<file path="config.mk">
export PLATFORM = sky130hd
export DESIGN_NAME = gated_timer
export DESIGN_NICKNAME = d
export VERILOG_FILES = /design/src/core/timer_pkg.sv /design/src/core/count_clock_if.sv /design/src/core/count_source.sv /design/src/core/gated_timer.sv
export VERILOG_INCLUDE_DIRS = /design/src /design/src/core
export SDC_FILE = /design/constraint.sdc
export NUM_CORES = 1
export LEC_CHECK = 0
export BUFFER_PORTS_ARGS = -buffer_cell sky130_fd_sc_hd__buf_2
export CAP_MARGIN = 20
export CORE_UTILIZATION = 56
export CTS_CLUSTER_DIAMETER = 60
export CTS_CLUSTER_SIZE = 30
export DETAILED_ROUTE_END_ITERATION = 12
export GPL_TIMING_DRIVEN = 0
export PLACE_DENSITY_LB_ADDON = 0.3
export SLEW_MARGIN = 20
export SYNTH_ARGS = -nofsm -noshare
export SYNTH_HDL_FRONTEND = slang
export SYNTH_SLANG_ARGS = --single-unit
</file>
<file path="constraint.sdc">
create_clock -name sys_clk -period 4.1 [get_ports sys_clk]
set_input_delay 0.82 -clock sys_clk [delete_from_list [all_inputs] [get_ports sys_clk]]
set_output_delay 0.82 -clock sys_clk [all_outputs]
set_load 0.05 [all_outputs]
</file>
<file path="src/core/timer_map.svh">
// Offsets, encodings, reset values and counts of the gated timer
`ifndef TIMER_MAP_SVH
`define TIMER_MAP_SVH

// Clock source codes of the clock_select field
`define CS_INSTR 2'h0
`define CS_SYSTEM 2'h1
`define CS_EXT 2'h2

// System clock select code that runs the secondary oscillator
`define SCS_SECONDARY 2'h1

// Instruction clock is the system clock divided by four
`define INSTR_PHASE_LAST 2'h3
`define INSTR_PHASE_RESET 2'h0

// Counter and prescaler
`define COUNT_RESET 16'h0000
`define COUNT_WRAP 16'hffff
`define COUNT_ONE 16'h0001
`define PRESCALE_RESET 3'h0
`define PRESCALE_ONE 3'h1

// Byte split of the counter
`define HIGH_MSB 15
`define HIGH_LSB 8
`define LOW_MSB 7
`define LOW_LSB 0

`endif

</file>
<file path="src/core/timer_pkg.sv">
// Types shared by the gated timer modules
package timer_pkg;

  // Falling-edge arming of the external count input
  typedef enum logic [0:0] {
    ARM_WAIT_FALL = 1'b0,
    ARM_READY = 1'b1
  } arm_state_t;

endpackage

</file>
<file path="src/core/count_clock_if.sv">
// Count clock request and answer between timer core and source select
`timescale 1ns/1ps
interface count_clock_if;
  logic [1:0] clock_select;
  logic osc_enable;
  logic no_sync;
  logic sleep;
  logic rearm;
  logic tick;

  modport core (
    output clock_select,
    output osc_enable,
    output no_sync,
    output sleep,
    output rearm,
    input tick
  );

  modport src (
    input clock_select,
    input osc_enable,
    input no_sync,
    input sleep,
    input rearm,
    output tick
  );
endinterface

</file>
<file path="src/core/count_source.sv">
// Count clock selection, input synchronisation and falling-edge arming
`timescale 1ns/1ps
`include "timer_map.svh"
module count_source (
  // Clock and reset
  input wire logic sys_clk,
  input wire logic rst,
  input wire logic ce,
  // Pins
  input wire logic external_count_pin,
  input wire logic crystal_in_pin,
  // Core side
  count_clock_if.src link
);

  logic raw_level;
  logic sync_a;
  logic sync_b;
  logic prev_level;
  logic [1:0] instr_phase;
  timer_pkg::arm_state_t arm_state;

  logic level;
  logic rising;
  logic falling;
  logic next_sync_a;
  logic next_sync_b;
  logic next_prev_level;
  logic [1:0] next_instr_phase;
  timer_pkg::arm_state_t next_arm_state;

  // Oscillator or pin, then optional two-stage synchroniser
  always_comb begin
    raw_level = link.osc_enable ? crystal_in_pin : external_count_pin;
    next_sync_a = raw_level;
    next_sync_b = sync_a;
    // Bypass of the synchroniser; a mode switch may skip or add one edge
    level = link.no_sync ? raw_level : sync_b;
    next_prev_level = level;
    rising = level & ~prev_level;
    falling = ~level & prev_level;
  end

  always_ff @(posedge sys_clk or posedge rst) begin
    if (rst) begin
      sync_a <= 1'b0;
      sync_b <= 1'b0;
      prev_level <= 1'b0;
    end else if (ce) begin
      sync_a <= next_sync_a;
      sync_b <= next_sync_b;
      prev_level <= next_prev_level;
    end
  end

  // Instruction clock phase, stopped in sleep
  always_comb begin
    next_instr_phase = instr_phase;
    if (!link.sleep) begin
      next_instr_phase = instr_phase + 2'h1;
    end
  end

  always_ff @(posedge sys_clk or posedge rst) begin
    if (rst) begin
      instr_phase <= `INSTR_PHASE_RESET;
    end else if (ce) begin
      instr_phase <= next_instr_phase;
    end
  end

  // A fall must be seen before the first counted rise
  always_comb begin
    next_arm_state = arm_state;
    unique case (arm_state)
      timer_pkg::ARM_WAIT_FALL: begin
        if (!link.rearm && falling) begin
          next_arm_state = timer_pkg::ARM_READY;
        end
      end
      timer_pkg::ARM_READY: begin
        if (link.rearm) begin
          next_arm_state = timer_pkg::ARM_WAIT_FALL;
        end
      end
    endcase
  end

  always_ff @(posedge sys_clk or posedge rst) begin
    if (rst) begin
      arm_state <= timer_pkg::ARM_WAIT_FALL;
    end else if (ce) begin
      arm_state <= next_arm_state;
    end
  end

  // One-cycle count tick of the selected source
  always_comb begin
    link.tick = 1'b0;
    unique case (link.clock_select)
      `CS_SYSTEM: link.tick = ~link.sleep;
      `CS_INSTR: link.tick = ~link.sleep & (instr_phase == `INSTR_PHASE_LAST);
      `CS_EXT: begin
        // Only the unsynchronised path keeps counting in sleep
        link.tick = rising & (arm_state == timer_pkg::ARM_READY) & (link.no_sync | ~link.sleep);
      end
      default: link.tick = 1'b0;
    endcase
  end

endmodule

</file>
<file path="src/core/gated_timer.sv">
// Gated sixteen-bit timer/counter with prescaler and shared oscillator control
// Function
// - 16-bit up counter, byte writes load directly
// - Off without timer_on; gate_enable makes gated
// - clock_select picks instruction, system or external input
// - One oscillator shared; osc_enable selects it
// - System clock adds four per instruction cycle
// - Instruction clock adds one per cycle
// - External rising edges, synchronised or not
// - Falling edge needed after reset, write, disable
// - Prescaler divides by 1, 2, 4, 8
// - Prescaler hidden; cleared by counter byte writes
// - Oscillator runs on any enable, persists in sleep
// - no_sync bypasses external input synchronisation
// - Asynchronous external counting continues and wakes
// - Sync mode switch may lose/add one
// - Gate level must match polarity to count
// - Byte reads stay valid while counting externally
`timescale 1ns/1ps
`include "timer_map.svh"
module gated_timer #(
  parameter int COUNT_WIDTH = 16,
  parameter int PRESCALE_BITS = 2
) (
  // Clock, reset and freeze
  input wire logic sys_clk,
  input wire logic rst,
  input wire logic ce,
  // Timer control
  input wire logic timer_on,
  input wire logic gate_enable,
  input wire logic gate_polarity,
  input wire logic gate_pin,
  input wire logic [1:0] clock_select,
  input wire logic osc_enable,
  input wire logic no_sync,
  input wire logic [PRESCALE_BITS-1:0] prescale_field,
  input wire logic sleep,
  // Count input
  input wire logic external_count_pin,
  // Shared secondary oscillator
  input wire logic [1:0] other_osc_enable,
  input wire logic osc_go,
  input wire logic [1:0] system_clock_select,
  input wire logic crystal_in_pin,
  output logic crystal_out_pin,
  output logic osc_running,
  // Counter byte access
  input wire logic write_high,
  input wire logic write_low,
  input wire logic [7:0] write_data,
  output logic [7:0] count_high_byte,
  output logic [7:0] count_low_byte,
  // Overflow
  input wire logic overflow_int_enable,
  input wire logic clear_overflow,
  output logic overflow_flag,
  output logic overflow_irq,
  output logic wake_request
);

  localparam int PS_CNT_W = (1 << PRESCALE_BITS) - 1;

  // Refuse shapes the byte access and prescale codes cannot serve
  if (COUNT_WIDTH != 16) begin : g_bad_width
    $error("gated_timer: COUNT_WIDTH must be 16");
  end
  if (PRESCALE_BITS != 2) begin : g_bad_prescale
    $error("gated_timer: PRESCALE_BITS must be 2");
  end

  // Terminal prescale count for a divide by two to the power ps
  function automatic logic [PS_CNT_W-1:0] prescale_last(input logic [PRESCALE_BITS-1:0] ps);
    prescale_last = PS_CNT_W'((1 << ps) - 1);
  endfunction

  // Prescale count has reached the end of its division
  function automatic logic prescale_due(
    input logic [PS_CNT_W-1:0] value,
    input logic [PRESCALE_BITS-1:0] ps
  );
    prescale_due = (value >= prescale_last(ps));
  endfunction

  // Count enable from the on bit and the gate level
  function automatic logic gate_open(
    input logic enabled,
    input logic gated,
    input logic level,
    input logic polarity
  );
    gate_open = 1'b0;
    if (enabled) begin
      if (!gated) begin
        gate_open = 1'b1;
      end else begin
        gate_open = (level == polarity);
      end
    end
  endfunction

  // Counter value after a write to either or both bytes
  function automatic logic [COUNT_WIDTH-1:0] load_bytes(
    input logic [COUNT_WIDTH-1:0] value,
    input logic take_high,
    input logic take_low,
    input logic [7:0] data
  );
    load_bytes = value;
    if (take_high) begin
      load_bytes[`HIGH_MSB:`HIGH_LSB] = data;
    end
    if (take_low) begin
      load_bytes[`LOW_MSB:`LOW_LSB] = data;
    end
  endfunction

  // Last count before the counter wraps to zero
  function automatic logic at_wrap(input logic [COUNT_WIDTH-1:0] value);
    at_wrap = (value == `COUNT_WRAP);
  endfunction

  // High and low bytes of a counter value
  function automatic logic [7:0] high_byte(input logic [COUNT_WIDTH-1:0] value);
    high_byte = value[`HIGH_MSB:`HIGH_LSB];
  endfunction

  function automatic logic [7:0] low_byte(input logic [COUNT_WIDTH-1:0] value);
    low_byte = value[`LOW_MSB:`LOW_LSB];
  endfunction

  // Writes and a disabled timer demand a fresh falling edge
  function automatic logic rearm_needed(input logic written, input logic enabled);
    rearm_needed = written | ~enabled;
  endfunction

  // Secondary oscillator demand from every enable source
  function automatic logic osc_demand(
    input logic own_enable,
    input logic [1:0] others,
    input logic go,
    input logic [1:0] sys_select
  );
    osc_demand = own_enable | (|others) | go | (sys_select == `SCS_SECONDARY);
  endfunction

  // Source selection and arming
  count_clock_if link ();

  count_source u_source (
    .sys_clk(sys_clk),
    .rst(rst),
    .ce(ce),
    .external_count_pin(external_count_pin),
    .crystal_in_pin(crystal_in_pin),
    .link(link)
  );

  logic count_enable;
  logic any_write;
  logic advance;
  logic wrap;

  logic [COUNT_WIDTH-1:0] count;
  logic [PS_CNT_W-1:0] prescale_count;
  logic [COUNT_WIDTH-1:0] next_count;
  logic [PS_CNT_W-1:0] next_prescale_count;

  logic next_overflow_flag;
  logic next_overflow_irq;
  logic next_wake_request;
  logic next_osc_running;
  logic next_crystal_out_pin;

  // Requests to the source selector
  always_comb begin
    link.clock_select = clock_select;
    link.osc_enable = osc_enable;
    link.no_sync = no_sync;
    link.sleep = sleep;
    // Writes and disable demand a fresh falling edge
    link.rearm = rearm_needed(any_write, timer_on);
  end

  // Enable and gate decode
  always_comb begin
    any_write = write_high | write_low;
    count_enable = gate_open(timer_on, gate_enable, gate_pin, gate_polarity);
  end

  // Prescaler; a byte write restarts the division
  always_comb begin
    next_prescale_count = prescale_count;
    advance = 1'b0;
    if (any_write) begin
      next_prescale_count = `PRESCALE_RESET;
    end else if (count_enable && link.tick) begin
      if (prescale_due(prescale_count, prescale_field)) begin
        next_prescale_count = `PRESCALE_RESET;
        advance = 1'b1;
      end else begin
        next_prescale_count = prescale_count + `PRESCALE_ONE;
      end
    end
  end

  always_ff @(posedge sys_clk or posedge rst) begin
    if (rst) begin
      prescale_count <= `PRESCALE_RESET;
    end else if (ce) begin
      prescale_count <= next_prescale_count;
    end
  end

  // Counter; a write wins over a tick in the same cycle
  always_comb begin
    next_count = count;
    wrap = 1'b0;
    if (any_write) begin
      next_count = load_bytes(count, write_high, write_low, write_data);
    end else if (advance) begin
      wrap = at_wrap(count);
      next_count = count + `COUNT_ONE;
    end
  end

  always_ff @(posedge sys_clk or posedge rst) begin
    if (rst) begin
      count <= `COUNT_RESET;
    end else if (ce) begin
      count <= next_count;
    end
  end

  // Bytes come from the single-domain counter, so reads never tear a byte
  assign count_high_byte = high_byte(count);
  assign count_low_byte = low_byte(count);

  // Overflow flag; a wrap beats a clear
  always_comb begin
    next_overflow_flag = overflow_flag;
    if (clear_overflow) begin
      next_overflow_flag = 1'b0;
    end
    if (wrap) begin
      next_overflow_flag = 1'b1;
    end
  end

  always_ff @(posedge sys_clk or posedge rst) begin
    if (rst) begin
      overflow_flag <= 1'b0;
    end else if (ce) begin
      overflow_flag <= next_overflow_flag;
    end
  end

  // Request and wake follow the flag at the same edge
  always_comb begin
    next_overflow_irq = next_overflow_flag & overflow_int_enable;
    next_wake_request = next_overflow_flag & overflow_int_enable & sleep;
  end

  always_ff @(posedge sys_clk or posedge rst) begin
    if (rst) begin
      overflow_irq <= 1'b0;
      wake_request <= 1'b0;
    end else if (ce) begin
      overflow_irq <= next_overflow_irq;
      wake_request <= next_wake_request;
    end
  end

  // Shared oscillator run; sleep does not stop it
  always_comb begin
    next_osc_running = osc_demand(osc_enable, other_osc_enable, osc_go, system_clock_select);
  end

  always_ff @(posedge sys_clk or posedge rst) begin
    if (rst) begin
      osc_running <= 1'b0;
    end else if (ce) begin
      osc_running <= next_osc_running;
    end
  end

  // Amplifier drive inverts the crystal input while running
  always_comb begin
    next_crystal_out_pin = next_osc_running & ~crystal_in_pin;
  end

  always_ff @(posedge sys_clk or posedge rst) begin
    if (rst) begin
      crystal_out_pin <= 1'b0;
    end else if (ce) begin
      crystal_out_pin <= next_crystal_out_pin;
    end
  end

endmodule

</file>
==> qor.log, run 1 <==
INFO  timing         worst_slack=1.253ns
INFO  logic_synthesis yosysTopAreaCell=sky130_fd_sc_hd__dfrtp_1
INFO  clock_tree     root_buffer=sky130_fd_sc_hd__clkbuf_4
INFO  logic_synthesis netlist_area=1949µm²
INFO  floorplan      row_count=21
INFO  logic_synthesis number_of_enable_type_register_cells_in_the_synthesized_netlist=0
INFO  critical_path  critPathSlowestCell=sky130_fd_sc_hd__nor3_1
INFO  timing         hold_viol=0
INFO  timing         fin_setup_tns=0ns
INFO  logic_synthesis postSynthRegisterBits=30
INFO  floorplan      ios=54
INFO  finish         final.fill_count=301
INFO  logic_synthesis synthesis.nets=264
INFO  finish         flip_flop_count_of_the_largest_register_all_copies_and_words_added=16
INFO  logic_synthesis post_synth.cell_area_avg=8.664µm²
INFO  run_status     outcome=complete, no violations
INFO  timing         drv_slew=0
INFO  timing         timing.clock.skew=0.01101ns
INFO  clock_tree     cts.path.max_buffers=2
INFO  clock_tree     cts.clk_slew.worst_paths=0.10ns
INFO  clock_tree     cts.hold.buffers_added=0
INFO  floorplan      die_width=61µm
INFO  logic_synthesis synth.area.top_cells=sky130_fd_sc_hd__dfrtp_1 39%, sky130_fd_sc_hd__nand2_1 5.8%, sky130_fd_sc_hd__a32o_1 4.1%
INFO  finish         top_register=count
INFO  critical_path  start_kind=primary input
INFO  critical_path  crit_path_start=prescale_field[1]
INFO  logic_synthesis asyncSetResetFlopFracSynth=100.0%
INFO  clock_tree     clock_insertion_delay_worst_skew=0.34ns
INFO  detailed_routing starting_drc_count_in_detailed_routing=155
INFO  grt            grt_pass1_vias=1,768
INFO  clock_tree     cts_made_buffers=5
INFO  detailed_routing remaining_drc_errors=0
INFO  timing         grt_setup_unrepaired=false
INFO  logic_synthesis synth.cells.most_frequent=30 x sky130_fd_sc_hd__dfrtp_1, 30 x sky130_fd_sc_hd__nand2_1, 18 x sky130_fd_sc_hd__nor2_1
INFO  timing         worst_max_slew_margin_expressed_relative_to_the_limit=35.18%
INFO  detailed_routing drt-total-wl=5280µm
INFO  finish         antennaDiodeCount=0
INFO  floorplan      fp.dieArea=3721µm²
INFO  logic_synthesis synthesis.instances=225
INFO  clock_tree     clock_tree_from_tritoncts=built
INFO  floorplan      initial_utilization=58.42%
INFO  hold_path      worst_hold_path_type=reg2reg
INFO  power_and_ir_drop pwr_density_cell=386.1nW/µm²
INFO  logic_synthesis synth.top_cell.area_share=38.51%
INFO  clock_tree     cts.sinks=30
INFO  logic_synthesis post_synth_num_cell_types=50
INFO  timing         setup-violations-final=0
INFO  power_and_ir_drop pleak=1.081nW
INFO  timing         timing.final.crit_share=69.43%
INFO  placement      dpl.hpwl=3895µm
INFO  placement      number_of_input_and_output_port_buffers_inserted=52
INFO  critical_path  highest_net_fanout_along_the_worst_path=10
INFO  detailed_routing routed-via-count=2,077
INFO  critical_path  cp-end-kind=flop
INFO  critical_path  worst-endpoint-required=4.33ns
INFO  clock_tree     cts.htree.levels=2
INFO  critical_path  worst-endpoint-arrival=3.08ns
INFO  critical_path  longest_individual_stage_delay_on_the_worst_path=0.73ns
INFO  hold_path      min_from=wake_request$_DFFE_PP0P_
INFO  detailed_routing number_of_nets_still_failing_antenna_checks_after_routing=0
INFO  logic_synthesis post_synthesis_sequential_area_ratio=38.51%
INFO  clock_tree     post-cts-setup-buffer-count=0
INFO  clock_tree     cts-resized-gates=0
INFO  grt            grt_first_pass_wirelength=8142µm
INFO  finish         top_regs=count: 16 flops, prescale_count: 3 flops, u_source.instr_phase: 2 flops
INFO  grt            number_of_antenna_violations_at_the_first_check_in_global_routing=0
INFO  grt            grt_use_total=30.36%
INFO  placement      global_placement_routability_congestion=0.9019
INFO  logic_synthesis yosys_most_used_dff=sky130_fd_sc_hd__dfrtp_1
INFO  finish         final_nets=324
INFO  timing         pin_slew_with_the_least_headroom_to_its_limit=0.9705ns
INFO  detailed_routing route.detailed.vias_per_inst=6.275
INFO  critical_path  worst-setup-path-type=in2reg
INFO  critical_path  cp_cell_sequence=buf_2 -> or2_2 -> ha_1 -> nand2b_1 -> a31oi_1 -> nor3_1 -> o211ai_1 -> a32o_1
INFO  finish         areaGrowthSynthToFinish=21.89%
INFO  critical_path  r2r_start=u_source.prev_level$_DFFE_PP0P_
INFO  detailed_routing drt_first_pass_iters=7
INFO  critical_path  critical_path.top_delay_family=simple AND/OR/NAND/NOR gates
INFO  placement      preCtsSetupSlack=0.9488ns
INFO  critical_path  cp_num_buf_inv=1
INFO  finish         drive_gt1_share=24.21%
INFO  run            timing.max_cap.violations=0
INFO  detailed_routing wire_per_inst=15.95µm
INFO  timing         fmaxAchievable=0.3513GHz
INFO  power_and_ir_drop ir_drop=0.2872mV
INFO  grt            grt.overflow.total=0
INFO  floorplan      coreArea=3337µm²
INFO  timing         fin_crit=2.847ns
INFO  floorplan      chipHeight=61µm
INFO  grt            grt_max_degree=19
INFO  logic_synthesis yosys_warnings=0
[worst paths after layout]
check                                      endpoint  slack (ns)  cells after the start
max                           count[10]$_DFFE_PP0P_        1.25                      8
min                        wake_request$_DFFE_PP0P_        0.50                      2
max reg2reg                   count[14]$_DFFE_PP0P_        1.50                      5
min reg2reg                wake_request$_DFFE_PP0P_        0.50                      2
max in group asynchronous      count[5]$_DFFE_PP0P_        3.09                      3
min in group asynchronous     count[14]$_DFFE_PP0P_        0.52                      2
[through the flow]
step | instance area, µm² | std cells | utilization [%] | hold WS, ns | power (mW)
final | 2376 | 331 | 71.20 | 0.4968 | 0.9174
after global routing | 2376 | 331 | 71.20 | 0.5139 | 0.9612
after CTS | 2376 | 331 | 71.20 | 0.4996 | 0.9139
after detailed placement | 2295 | 324 | 68.77 | 0.4786 | 0.6726
after global placement | 2267 | 323 | 67.94 | 0.4633 | 0.6633
after floorplan | 1949 | 225 | - | 0.4480 | 0.5851
[cells by family (layout without fill, tap and decap cells)]
family	after synthesis	in the layout	synth area share [%]
AOI/OAI and AO/OA	69	69	26.06
xor gates and xnor gates	2	2	0.8988
adders and majority gates	6	6	3.851
buffers and inverters	15	75	2.889
DFF	30	30	38.51
muxes	4	4	2.246
and+or+nand+nor	99	99	25.55
[tightest hold or removal path, stage by stage, from the launching register on]
cell,delay (ns)
sky130_fd_sc_hd__dfrtp_1,0.35
sky130_fd_sc_hd__a21oi_1,0.06
sky130_fd_sc_hd__o21ai_0,0.06
[power by group]
group	leakage, nW	internal, mW	switching [mW]	total (mW)
sequential	0.366	0.337	0.0496	0.386
combinational	0.671	0.0931	0.190	0.283
clock	0.0443	0.142	0.106	0.248
[layout by cell type, fill, tap and decap left out, types with 2 or more instances in the layout]
cell	Yosys	routed
sky130_fd_sc_hd__nand3b_1	4	4
sky130_fd_sc_hd__a31oi_1	6	6
sky130_fd_sc_hd__nor2b_1	2	2
sky130_fd_sc_hd__dfrtp_1	30	30
sky130_fd_sc_hd__and2_0	3	3
sky130_fd_sc_hd__a22oi_1	4	4
sky130_fd_sc_hd__a21o_1	6	6
sky130_fd_sc_hd__o22ai_1	4	4
sky130_fd_sc_hd__or4_1	3	3
sky130_fd_sc_hd__xor2_1	2	2
sky130_fd_sc_hd__nor2_1	18	18
sky130_fd_sc_hd__clkbuf_1	7	7
sky130_fd_sc_hd__nand2_1	30	30
sky130_fd_sc_hd__and3_1	5	5
sky130_fd_sc_hd__mux2_2	3	3
sky130_fd_sc_hd__clkbuf_4	0	5
sky130_fd_sc_hd__nand4_1	2	2
sky130_fd_sc_hd__and4_1	2	2
sky130_fd_sc_hd__o41ai_1	3	3
sky130_fd_sc_hd__inv_1	7	7
sky130_fd_sc_hd__a32o_1	8	8
sky130_fd_sc_hd__o211ai_1	2	2
sky130_fd_sc_hd__nand3_1	16	16
sky130_fd_sc_hd__or2_2	3	3
sky130_fd_sc_hd__a21oi_1	11	11
sky130_fd_sc_hd__ha_1	6	6
sky130_fd_sc_hd__o21ai_0	8	8
sky130_fd_sc_hd__buf_2	0	52
sky130_fd_sc_hd__o31ai_1	4	4
sky130_fd_sc_hd__nor3_1	3	3
sky130_fd_sc_hd__or3_1	2	2
[per-layer routing]
layer	wire length [µm]	share of wire (%)	GRT usage, %
met1	2335	44	39.79
met2	2491	47	49.61
met3	376	7.1	6.397
met4	78	1.5	11.04
met5	0	0	0
[cell type report]
class,instances,area (µm²),share of cell area (%)
multi-input combinational,180,1142,48.08
timing repair buffer,53,287.8,12.11
sequential,30,750.7,31.60
clock buffer,6,51.30,2.159
buffer,8,30.03,1.264
tap,46,57.56,2.422
clock inverter,1,30.03,1.264
inverter,7,26.28,1.106
(Power assumes the default switching activity.)
==> run 2, diff against run 1 <==
- CORE_UTILIZATION: 56 -> 52
- clock period: 4.1 -> 2.75 ns (I/O delays scaled with it)
==> run 2 against run 1 <==
Compared with the run above:
- first-iteration DRC count is 28% higher
- core utilization down 1.6 points
- via count is the same
- count of clock-buffer cells in the layout is the same
==> qor.log, run 2 (synthesis results as in run 1) <==
INFO  run_status     outcome=complete, no violations
INFO  finish         top_register=count
INFO  placement      number_of_input_and_output_port_buffers_inserted=52 [unchanged]
INFO  power_and_ir_drop power.share.sequential=36.9% [-5.2 points]
INFO  floorplan      chipHeight=63.23µm [+3.6%]
INFO  critical_path  cp-end-kind=flop
INFO  finish         drive_gt1_share=24.91% [+0.70 points]
INFO  power_and_ir_drop ir_drop=0.4568mV [+59%]
INFO  finish         antennaDiodeCount=0 [unchanged]
INFO  timing         timing.final.crit_share=97.28%
INFO  critical_path  r2r_start=u_source.prev_level$_DFFE_PP0P_
INFO  power_and_ir_drop power=1.556mW [+70%]
INFO  critical_path  r2r_depth=6 [+1]
INFO  power_and_ir_drop netSwitchingPower=0.5319mW [+54%]
INFO  timing         hold_ws=0.3307ns [-0.1661 ns]
INFO  detailed_routing starting_drc_count_in_detailed_routing=199 [+28%]
INFO  grt            grt_use_total=29.84% [-0.52 points]
INFO  floorplan      initial_utilization=56.20% [-2.2 points]
INFO  critical_path  worst-endpoint-required=2.92ns [-1.41 ns]
INFO  placement      dpl.hpwl=3966µm [+1.8%]
INFO  power_and_ir_drop internal-power=1.025mW [+79%]
INFO  timing         pin_slew_with_the_least_headroom_to_its_limit=0.8950ns [-0.07546 ns]
INFO  clock_tree     root_buffer=sky130_fd_sc_hd__clkbuf_8
INFO  detailed_routing wire_per_inst=16.66µm [+4.5%]
INFO  power_and_ir_drop clock_power_share=36.0% [+9.0 points]
INFO  critical_path  worst-setup-path-type=in2reg
INFO  timing         fin_crit=2.675ns
INFO  finish         final_nets=323 [-0.31%]
INFO  clock_tree     cts.clk_slew.worst_paths=0.07ns [-0.03 ns]
INFO  finish         mostFrequentLayoutCells=52 x sky130_fd_sc_hd__buf_2, 30 x sky130_fd_sc_hd__nand2_1, 30 x sky130_fd_sc_hd__dfrtp_1
INFO  timing         grt_setup_unrepaired=false
INFO  hold_path      worst_hold_path_type=in2async
INFO  grt            grt_pass1_vias=1,933 [+9.3%]
INFO  finish         flip_flop_count_of_the_largest_register_all_copies_and_words_added=16 [unchanged]
INFO  timing         fmaxAchievable=0.3738GHz
INFO  detailed_routing routed-via-count=2,077 [unchanged]
INFO  detailed_routing route.detailed.vias_per_inst=6.275 [unchanged]
INFO  clock_tree     cts.path.max_buffers=2 [unchanged]
INFO  timing         hold_viol=0 [unchanged]
INFO  timing         setup-violations-final=0 [unchanged]
INFO  grt            grt.overflow.total=0 [unchanged]
INFO  critical_path  highest_net_fanout_along_the_worst_path=10 [unchanged]
INFO  finish         areaGrowthSynthToFinish=23.81%
INFO  power_and_ir_drop switching_share=34.17% [-3.5 points]
INFO  floorplan      ios=54 [unchanged]
INFO  placement      dp.cells=323 [-0.31%]
INFO  finish         layout.cell_area.non_filler=2414µm² [+1.6%]
INFO  placement      placed_area=2267µm² [-1.2%]
INFO  critical_path  worst-endpoint-arrival=2.85ns [-0.23 ns]
INFO  critical_path  timing.rr.end=count[9]$_DFFE_PP0P_
INFO  grt            grt_first_pass_wirelength=9232µm [+13%]
INFO  clock_tree     clock_tree_from_tritoncts=built
INFO  detailed_routing drt-total-wl=5516µm [+4.5%]
INFO  grt            number_of_antenna_violations_at_the_first_check_in_global_routing=0 [unchanged]
INFO  floorplan      fp.dieArea=3997µm² [+7.4%]
INFO  power_and_ir_drop pwr_density_cell=644.8nW/µm² [+67%]
INFO  placement      preCtsSetupSlack=-0.1786ns [-1.127 ns]
INFO  detailed_routing remaining_drc_errors=0 [unchanged]
INFO  floorplan      row_count=21 [unchanged]
INFO  detailed_routing drt_first_pass_iters=4 [-3]
INFO  timing         timing.clock.skew=0.007485ns [-0.003528 ns]
INFO  timing         drv_slew=0 [unchanged]
INFO  detailed_routing number_of_nets_still_failing_antenna_checks_after_routing=0 [unchanged]
INFO  power_and_ir_drop pleak=1.096nW [+1.4%]
INFO  floorplan      coreArea=3468µm² [+3.9%]
INFO  timing         worst_slack=0.07491ns [-1.178 ns]
INFO  clock_tree     cts.htree.levels=2 [unchanged]
INFO  timing         worst_max_slew_margin_expressed_relative_to_the_limit=40.22% [+5.0 points]
INFO  finish         mostFrequentLayoutCell=sky130_fd_sc_hd__buf_2
INFO  critical_path  start_kind=primary input
INFO  placement      global_placement_routability_congestion=0.8996 [-0.26%]
INFO  critical_path  r2r_setup_slack=0.18ns [-1.32 ns]
INFO  grt            grt_max_degree=31 [+12]
INFO  finish         top_regs=count: 16 flops, prescale_count: 3 flops, u_source.instr_phase: 2 flops
INFO  run            timing.max_cap.violations=0 [unchanged]
INFO  clock_tree     cts_made_buffers=5 [unchanged]
INFO  clock_tree     cts.sinks=30 [unchanged]
INFO  floorplan      die_width=63.23µm [+3.6%]
INFO  clock_tree     clock_insertion_delay_worst_skew=0.29ns [-0.05 ns]
INFO  power_and_ir_drop share_comb_of_total_power=27.1% [-3.8 points]
INFO  finish         finalNonFillerCells=331 [unchanged]
## run 2: changes by cell type in the layout (fill, tap and decap cells not counted), sizes merged
cell and delta:
bufinv +1, buf -1
## run 2: through the flow
step,utilization [%],setup TNS (ns)
2_1_floorplan,-,0
3_3_place_gp,65.37,-0.3977
3_5_place_dp,65.37,-0.8104
4_1_cts,69.48,0
5_1_grt,69.59,0
6_report,69.59,0
## run 2: power by group through the flow
stage          registers (mW)  logic [mW]  clock network, mW
3_3_place_gp            0.579       0.411                  0
2_1_floorplan           0.704       0.168                  0
5_1_grt                 0.584       0.456              0.587
3_5_place_dp            0.581       0.419                  0
4_1_cts                 0.572       0.421              0.564
6_report                0.574       0.422              0.561
## run 2: how the worst max path moves through the flow
stage	from	to	slack [ns]	cells after the start
after floorplan	prescale_field[1]	count[5]$_DFFE_PP0P_	0.18	7
after global placement	prescale_field[1]	count[1]$_DFFE_PP0P_	-0.14	8
after detailed placement	prescale_field[1]	count[1]$_DFFE_PP0P_	-0.18	8
after CTS	prescale_field[1]	count[1]$_DFFE_PP0P_	0.12	8
after global routing	prescale_field[1]	count[4]$_DFFE_PP0P_	0.004	8
final	prescale_field[1]	count[10]$_DFFE_PP0P_	0.07	8
## run 2: what timing repair did
action,CTS,global route
hold buffers,0,0
setup buffers,0,0
gates resized for setup,0,1
endpoints found under the setup margin,0,1
## run 2: area by class of cell
cell class | instances | area [µm²]
clock inverters | 2 | 60.06
inverters | 7 | 26.28
clock buffers | 6 | 82.58
fillers | 300 | 1055
multi-input cells | 180 | 1146
well taps | 46 | 57.56
flip-flops and latches | 30 | 750.7
repair buffers | 52 | 260.3
plain buffers | 8 | 30.03
## run 2: critical path: stages
cell and delay (ns):
sky130_fd_sc_hd__buf_2 0.11, sky130_fd_sc_hd__or2_2 0.29, sky130_fd_sc_hd__ha_1 0.27, sky130_fd_sc_hd__nand2b_1 0.09, sky130_fd_sc_hd__a31oi_1 0.30, sky130_fd_sc_hd__nor3_1 0.72, sky130_fd_sc_hd__o211ai_1 0.21, sky130_fd_sc_hd__a32o_1 0.31
## run 2: routing by layer
layer / global-route usage [%] / up-vias / share of wire [%]
met5: 0 / - / 0
met4: 13.92 / 0 / 1.3
met3: 5.616 / 11 / 7.8
met2: 48.79 / 109 / 49
met1: 37.95 / 974 / 42
li1: - / 983 / -
